`src/supervision_timer_regs.svh`:
```
// Register offsets, key values and timing counts of the supervision timer
`ifndef SUPERVISION_TIMER_REGS_SVH
`define SUPERVISION_TIMER_REGS_SVH

`define SERVICE_KEY_OFFSET    8'hA6
`define SERVICE_KEY_FIRST     8'h1E
`define SERVICE_KEY_SECOND    8'hE1
`define TIMER_WIDTH           14
`define TIMER_RESET_VALUE     14'h0000
`define TIMER_OVERFLOW_VALUE  14'h3FFF
`define PULSE_OSC_SIX_CLOCK   98
`define PULSE_OSC_TWELVE_CLK  196
`define MACHINE_DIV_SIX       6
`define MACHINE_DIV_TWELVE    12
`define READ_DATA_RESET       8'h00

`endif

```
`src/supervision_timer_pkg.sv`:
```
// Types shared by the supervision timer
`default_nettype none

package supervision_timer_pkg;

    typedef enum logic [1:0] {
        KEY_IDLE    = 2'b00,
        KEY_GOT_1ST = 2'b01
    } key_state_t;

endpackage

`default_nettype wire

```
`src/supervision_timer.sv`:
```
// One-time enabled supervision timer with reset pulse output
//
// Strobed register access was decided locally.


`timescale 1ns/10ps
`default_nettype none

`include "supervision_timer_regs.svh"

module supervision_timer #(
    // Counter width; a narrower counter only shortens the interval
    parameter int TIMER_W      = `TIMER_WIDTH,

    // Reset pin pulse length in clocks, per machine cycle mode
    parameter int PULSE_SIX    = `PULSE_OSC_SIX_CLOCK,
    parameter int PULSE_TWELVE = `PULSE_OSC_TWELVE_CLK
) (
    // Clock and reset
    input  wire logic       clock,
    input  wire logic       srst,

    // Register port
    input  wire logic [7:0] addr,
    input  wire logic [7:0] wdata,
    input  wire logic       wr,
    input  wire logic       rd,
    output logic      [7:0] rdata,

    // Mode select: high selects twelve-clock mode
    input  wire logic       twelve_clock_mode,

    // Status and reset output
    output logic            armed,
    output logic            reset_pin_out,
    output logic            device_reset
);

    // ------------------------------------------------------------------
    // Elaboration checks
    // ------------------------------------------------------------------

    // Counter must fit the count field and still overflow at all ones
    if (TIMER_W < 2 || TIMER_W > 16) begin : g_bad_width
        $error("supervision_timer: TIMER_W out of range");
    end

    // Pulse countdown is eight bits wide
    if (PULSE_SIX < 1 || PULSE_SIX > 255) begin : g_bad_six
        $error("supervision_timer: PULSE_SIX out of range");
    end

    if (PULSE_TWELVE < 1 || PULSE_TWELVE > 255) begin : g_bad_twelve
        $error("supervision_timer: PULSE_TWELVE out of range");
    end

    // ------------------------------------------------------------------
    // Constants at the widths of the fields they meet
    // ------------------------------------------------------------------

    localparam logic [TIMER_W-1:0] CNT_ZERO =
        TIMER_W'(`TIMER_RESET_VALUE);

    localparam logic [TIMER_W-1:0] CNT_ONE =
        TIMER_W'(1);

    // All ones, 3FFF at the default width
    localparam logic [TIMER_W-1:0] CNT_LAST =
        {TIMER_W{1'b1}};

    localparam logic [7:0] PULSE_LEN_SIX =
        8'(PULSE_SIX);

    localparam logic [7:0] PULSE_LEN_TWELVE =
        8'(PULSE_TWELVE);

    localparam logic [3:0] DIV_LAST_SIX =
        4'(`MACHINE_DIV_SIX - 1);

    localparam logic [3:0] DIV_LAST_TWELVE =
        4'(`MACHINE_DIV_TWELVE - 1);

    // ------------------------------------------------------------------
    // State
    // ------------------------------------------------------------------

    typedef struct packed {
        supervision_timer_pkg::key_state_t key;
        logic                               armed;
        logic [TIMER_W-1:0]                 count;
        logic [3:0]                         div;
        logic [7:0]                         pulse;
        logic                               pin;
        logic                               dev_rst;
        logic [7:0]                         rdata;
    } state_t;

    state_t st_r;
    state_t st_nxt;

    // ------------------------------------------------------------------
    // Decodes shared by the next-state logic
    // ------------------------------------------------------------------

    logic       key_wr;
    logic       key_first;
    logic       key_second;
    logic       mc_tick;
    logic       overflow;
    logic [3:0] div_last;
    logic [7:0] pulse_len;

    // Writes to any other address are not ours
    assign key_wr     = wr && (addr == `SERVICE_KEY_OFFSET);

    assign key_first  = (wdata == `SERVICE_KEY_FIRST);

    assign key_second = (wdata == `SERVICE_KEY_SECOND);

    assign div_last   = twelve_clock_mode ? DIV_LAST_TWELVE
                                          : DIV_LAST_SIX;

    // Clock stands for the oscillator; machine cycle is a divided enable.
    // Greater-or-equal so a mode change mid-cycle cannot skip the wrap.
    assign mc_tick    = (st_r.div >= div_last);

    assign overflow   = st_r.armed && (st_r.count == CNT_LAST);

    assign pulse_len  = twelve_clock_mode ? PULSE_LEN_TWELVE
                                          : PULSE_LEN_SIX;

    // ------------------------------------------------------------------
    // Next state
    // ------------------------------------------------------------------

    always_comb begin
        st_nxt         = st_r;
        st_nxt.dev_rst = 1'b0;

        // Key register and counter never read back; rd needs no decode
        st_nxt.rdata   = `READ_DATA_RESET;

        // Machine cycle divider runs free from reset, restarting at zero on overflow
        if (mc_tick) begin
            st_nxt.div = 4'h0;
        end else begin
            st_nxt.div = st_r.div + 4'h1;
        end

        // Counting only while armed
        if (st_r.armed && mc_tick) begin
            st_nxt.count = st_r.count + CNT_ONE;
        end

        // Key sequence; nothing here can clear armed
        if (key_wr) begin
            case (st_r.key)
                supervision_timer_pkg::KEY_IDLE: begin
                    if (key_first) begin
                        st_nxt.key = supervision_timer_pkg::KEY_GOT_1ST;
                    end
                end
                supervision_timer_pkg::KEY_GOT_1ST: begin
                    if (key_second) begin
                        st_nxt.armed = 1'b1;
                        st_nxt.count = CNT_ZERO;
                        st_nxt.key   = supervision_timer_pkg::KEY_IDLE;
                    end else if (!key_first) begin
                        // Repeated first key keeps the half pair
                        st_nxt.key   = supervision_timer_pkg::KEY_IDLE;
                    end
                end
                default: begin
                    st_nxt.key = supervision_timer_pkg::KEY_IDLE;
                end
            endcase
        end

        // Pulse countdown keeps running while the device sits in reset
        if (st_r.pulse != 8'h00) begin
            st_nxt.pulse = st_r.pulse - 8'h01;
            st_nxt.pin   = (st_r.pulse != 8'h01);
        end

        // Overflow wins over a key write landing in the same cycle
        if (overflow) begin
            st_nxt.armed   = 1'b0;
            st_nxt.count   = CNT_ZERO;
            st_nxt.key     = supervision_timer_pkg::KEY_IDLE;
            st_nxt.div     = 4'h0;
            st_nxt.dev_rst = 1'b1;
            st_nxt.pin     = 1'b1;
            st_nxt.pulse   = pulse_len;
        end
    end

    // ------------------------------------------------------------------
    // Registers
    // ------------------------------------------------------------------

    always_ff @(posedge clock) begin
        if (srst) begin
            st_r.key     <= supervision_timer_pkg::KEY_IDLE;
            st_r.armed   <= 1'b0;
            st_r.count   <= CNT_ZERO;
            st_r.div     <= 4'h0;
            st_r.pulse   <= 8'h00;
            st_r.pin     <= 1'b0;
            st_r.dev_rst <= 1'b0;
            st_r.rdata   <= `READ_DATA_RESET;
        end else begin
            st_r <= st_nxt;
        end
    end

    // ------------------------------------------------------------------
    // Outputs, each straight from a flip-flop
    // ------------------------------------------------------------------

    assign rdata         = st_r.rdata;

    assign armed         = st_r.armed;

    assign reset_pin_out = st_r.pin;

    // Internal reset is one cycle; the block clears itself meanwhile
    assign device_reset  = st_r.dev_rst;

endmodule

`default_nettype wire

```
`config.mk`:
```
export PLATFORM = sky130hd
export DESIGN_NAME = supervision_timer
export DESIGN_NICKNAME = d
export VERILOG_FILES = /design/src/supervision_timer_pkg.sv /design/src/supervision_timer.sv
export VERILOG_INCLUDE_DIRS = /design/src /design/src/src
export SDC_FILE = /design/constraint.sdc
export NUM_CORES = 1
export LEC_CHECK = 0
export BUFFER_PORTS_ARGS = -buffer_cell sky130_fd_sc_hd__clkbuf_2
export CAP_MARGIN = 30
export CORE_MARGIN = 3
export CORE_UTILIZATION = 35
export CTS_CLUSTER_DIAMETER = 40
export DETAILED_ROUTE_END_ITERATION = 7
export PLACE_DENSITY = 0.62
export SLEW_MARGIN = 20
export SYNTH_ARGS = -nofsm -noshare
export SYNTH_HDL_FRONTEND = slang
export SYNTH_SLANG_ARGS = --single-unit
```
`constraint.sdc`:
```
create_clock -name clock -period 2.1 [get_ports clock]
set_input_delay 0.21 -clock clock [delete_from_list [all_inputs] [get_ports clock]]
set_output_delay 0.21 -clock clock [all_outputs]
set_load 0.1 [all_outputs]
```
; After elaboration in Yosys (flattened, before gate mapping)
; Cells that the tools add are included.
[word_totals]
mem_bits_rw = 0
latchBits = 0
romBits = 0
wordCells = 42
memories = 0
output_inout_bits = 11
in_bits = 21
reg_bits = 39
[op_classes]
add_sub_neg = 3
shift = 0
n_div = 0
n_bitwise = 0
n_reduce_logical = 10
mux = 12
multipliers = 0
eq_ne = 8
n_lt_le_gt_ge = 1
[op_table]
columns = operator, count
row1 = $mux W14, 4
row2 = $eq A8 B8 Y1 const B, 2
row3 = $add A14 B1 Y14 const B, 1
row4 = $eq A14 B14 Y1 const B, 1
row5 = $mux W10, 1
row6 = $mux W9, 1
row7 = $eq A8 B5 Y1 const B, 1
row8 = $mux W8, 1
row9 = $ne A8 B1 Y1 const B, 1
row10 = $reduce_bool A8 Y1, 1
row11 = $sub A8 B1 Y8 const B, 1
row12 = $mux W2, 3
row13 = $reduce_and A3 Y1, 2
row14 = $add A4 B1 Y4 const B, 1
row15 = $ge A4 B4 Y1, 1
row16 = $mux W4, 1
row17 = $pmux W2 S2, 1
row18 = $logic_and A1 B1 Y1, 3
row19 = $ne A3 B3 Y1 const B, 1
row20 = $reduce_or A3 Y1, 1
row21 = $eq A2 B1 Y1 const B, 1
row22 = $logic_not A2 Y1, 1
row23 = $ne A2 B2 Y1 const B, 1
row24 = $reduce_bool A2 Y1, 1
row25 = $reduce_or A2 Y1, 1

; Depth between registers and ports, before layout
[depth]
word_depth = 7
mapped_depth = 8
mapped_depth_nobuf = 6

; Worst setup path before layout
; Ideal clock, no wire load.
[synth_timing]
kind = flip-flop to flip-flop
from = register armed (netlist name)
to = register st_r[31] (netlist bit)
arrival_time_ps = 2111
setup_slack_ps = -136
setup_ps = 125
path_buffers = 1
stages_incl_launch_ff = 6
required_ps = 1975
period_less_slack_ps = 2236
cell_sequence = dfxtp_1 > nand3_1 > o41ai_4 > o21bai_4 > buf_12 > a21oi_2
[synth_between]
elab_chain_len = 5
word_cells_on_any_way = 7
cone_classes = mux: 4 / reduce/logical: 3
[synth_rtl]
columns = element, line
row1 = $logic_and A1 B1 Y1, supervision_timer.sv:151  ; if (st_r.armed && mc_tick) begin
row2 = $mux W14, supervision_timer.sv:151
row3 = $mux W14, supervision_timer.sv:164  ; if (key_second) begin
row4 = $mux W14, supervision_timer.sv:157  ; case (st_r.key)
row5 = $mux W14, supervision_timer.sv:156  ; if (key_wr) begin
row6 = to (signal assigned), supervision_timer.sv:212  ; st_r <= st_nxt;
row7 = to (decl), supervision_timer.sv:98  ; state_t st_r;
; Several ways; a longest one is shown, not always the timed one.
; A chain may end at the register's enable or synchronous reset.

; Worst setup path after layout
[layout_timing]
from = register st_r[22] (netlist bit)
to = register st_r[17] (netlist bit)
[layout_between]
elab_chain_len = 3
word_cells_on_any_way = 4
cone_classes = eq/ne: 1 / mux: 1 / reduce/logical: 2
[layout_rtl]
columns = element, line
row1 = $eq A14 B14 Y1 *, supervision_timer.sv:127  ; assign overflow = st_r.armed && (st_r.count == CNT_LAST);
row2 = $logic_and A1 B1 Y1 *, supervision_timer.sv:127
row3 = $mux W10 / $reduce_bool A2 Y1 (equally long branches), n/a
; Mark *: on every way between the ends. The rest lies on a longest branch, timed or not.

==> metrics.yaml <==
drc: 0
cp.depth: 5
setup_violations: 0
path_delay_family: "simple AND/OR/NAND/NOR gates"
ys_seq_area_share_pct: 34.7
grt_max_degree: 21
max_stage_delay_ps: 670
worst_path_max_delay_cell: "or4_1"
worst_hold_path.num_cells: 2
clock_latency_ps: 280
required_ps: 2260
fin_cells: 276
pin_count: 32
wl_per_cell_um: 11.2
dp.cells: 268
cts_tree: "yes"
cp-end-kind: "flop"
grt_util_all_layers_pct: 11.1
synth_area_leaders: "dfxtp_1 35%, ha_1 5.1%, a21oi_2 4.5%"
yosysMostFrequentCell: "dfxtp_1"
rows: 24
placed_area_mm2: 0.00189
syn_avg_cell_area_um2: 9.52
fmax_mhz: 556
cts_root_buffer: "clkbuf_8"
clockPowerShare_pct: 24.3
netSwitchingPower_mw: 0.731
overflow: 0
cap_viol_max_count: 0
syn_area_mm2: 0.00173
fill_cells: 470
yosys_register_bits: 30
ir_worst_vdd_v: 0.000318
status: "finished clean"
rr_worst_depth: 5
cts_inserted_buffers: 5
cts_buffer_depth: 2
fin_crit_sh_pct: 85.6
leakagePower_nw: 0.772
htree_levels: 2
critPathMaxFanout: 7
portBuffers: 22
antenna_found_initial: 0
combPwrFrac_pct: 36.8
nNetsFinal: 238
slew_viol_final: 0
die_w_um: 76.4
synthArstFlopShare_pct: 0
worstSetupPathType: "flop to flop"
ys_warn_count: 0
gp_congestion: 0.756
power_density_mw_per_mm2: 991
drt_iter0_markers: 53
cts_resized: 0
finalHoldViolations: 0
viasPerCell: 5.01
synth_edf_count: 0
grt_pass1_vias: 1180
regToRegSetupSlack_ps: 300
num_vias: 1384
cts.sinks: 30
syn2layout_area_growth_pct: 14.4
path_cells: "ha_1, nand4_2, or4_1, o21ai_0, a21oi_1"
skew_ps: 6.82
rsz0062_at_grt: "false"
antenna_cells: 0
tightest_slew_ps: 545
die_area_mm2: 0.00583
synth_top_area_share_pct: 34.7
maxSlewHeadroom_pct: 63.6
syn_inst: 182
start_util_pct: 38.0
ys_types: 53
yosysTopAreaCell: "dfxtp_1"
hp-class: "input port to flop"
core_mm2: 0.00456
first_pass_iters: 4
ant_nets: 0
start_kind: "flop"
ctsHoldBuffers: 0
dpl.hpwl_um: 2310
p_sw_share_pct: 37.2
synth_common_cells: "30 x dfxtp_1, 12 x a21oi_1, 11 x nor2_1"
layout_min_cycle_time_ps: 1800
intPower_mw: 1.23
postSynth.topFlopCell: "dfxtp_1"
totalWireLength_um: 3100
pwr-share-seq_pct: 38.9
grt_pass1_wl_um: 5340
drive_gt1_share_pct: 29.4
crit_arrival_ps: 1960
final.setup.tns_ps: 0
die_height_um: 76.4
crit_buf_inv: 0
hold_ws_ps: 195
clkTransAtPathRegs_ps: 60
cts_setup_buffers: 0
fin_area_mm2: 0.00198
-- per-stage QoR --
step / setup WS [ps] / utilization [%] / total power, mW
after floorplan: 254 / - / 1.39
after global placement: 249 / 41.4 / 1.49
after detailed placement: 231 / 41.4 / 1.50
after CTS: 281 / 43.4 / 1.99
after global routing: 103 / 43.4 / 2.08
final: 303 / 43.4 / 1.96
-- path summary, 6_finish.rpt --
check / start / end
worst min-delay path: srst / st_r[16]$_SDFFE_PP0P_
worst min register to register: st_r[37]$_SDFFE_PP0P_ / st_r[37]$_SDFFE_PP0P_
worst max register to register: st_r[22]$_SDFF_PP0_ / st_r[17]$_SDFFE_PP0P_
worst max-delay path: st_r[22]$_SDFF_PP0_ / st_r[17]$_SDFFE_PP0P_
-- power groups by stage --
stage / Combinational (mW) / Sequential [mW] / Clock, mW
after floorplan: 0.566 / 0.826 / 0
after global placement: 0.717 / 0.777 / 0
after detailed placement: 0.723 / 0.777 / 0
after CTS: 0.725 / 0.764 / 0.498
after global routing: 0.786 / 0.778 / 0.518
final: 0.723 / 0.764 / 0.478
-- cells by family (layout without fill, tap and decap cells) --
group	after synthesis	in the layout	synth area share, %
simple gates	68	68	26.4
other cells	1	8	0.216
buf+inv	21	43	7.94
flops	30	30	34.7
mux	4	4	2.38
xor+xnor	6	6	3.03
compound gates	45	45	20.4
fa+ha+maj	7	7	5.05
-- layer usage --
metal  vias up  track usage, %  share of wire (%)
met1       617            14.5                 50
met5         -               0                  0
met3         6            3.78                6.6
met2        36            16.1                 41
li1        725               -                  -
met4         0            5.43                2.1
-- layout by cell type (no fill, tap or decap), drive strengths merged, types with 2 or more instances in the layout --
master,synthesis,layout
nand2,7,7
or3,5,5
xor2,3,3
conb,1,8
nand3,10,10
and4bb,2,2
clkbuf,1,29
o31ai,9,9
buf,11,4
or4,11,11
nor3b,2,2
nand4,5,5
ha,7,7
a21oi,21,21
o21ai,4,4
nor2,13,13
nor3,2,2
xnor2,3,3
nor4,4,4
dfxtp,30,30
o21bai,2,2
inv,9,9
mux2i,3,3
-- cell type report --
| cell class | count | area (um^2) | area share (%) |
|---|---|---|---|
| clock buffers | 7 | 86.3 | 4.36 |
| clock inverters | 1 | 5.00 | 0.253 |
| inverters | 9 | 33.8 | 1.70 |
| multi-input cells | 138 | 1020 | 51.5 |
| flip-flops and latches | 30 | 602 | 30.4 |
| well taps | 65 | 81.3 | 4.10 |
| repair buffers | 26 | 153 | 7.70 |
-- sequential cells by signal, summed over array words and instances, names as in the netlist --
name	cells
st_r	27
reset_pin_out	1
device_reset	1
armed	1
-- worst reg2reg max path, cell delays in order (launching register included) --
cell,delay [ps]
dfxtp_1,380
ha_1,200
nand4_2,190
or4_1,670
o21ai_0,200
a21oi_1,50
Power figures use the tool's default switching activity.
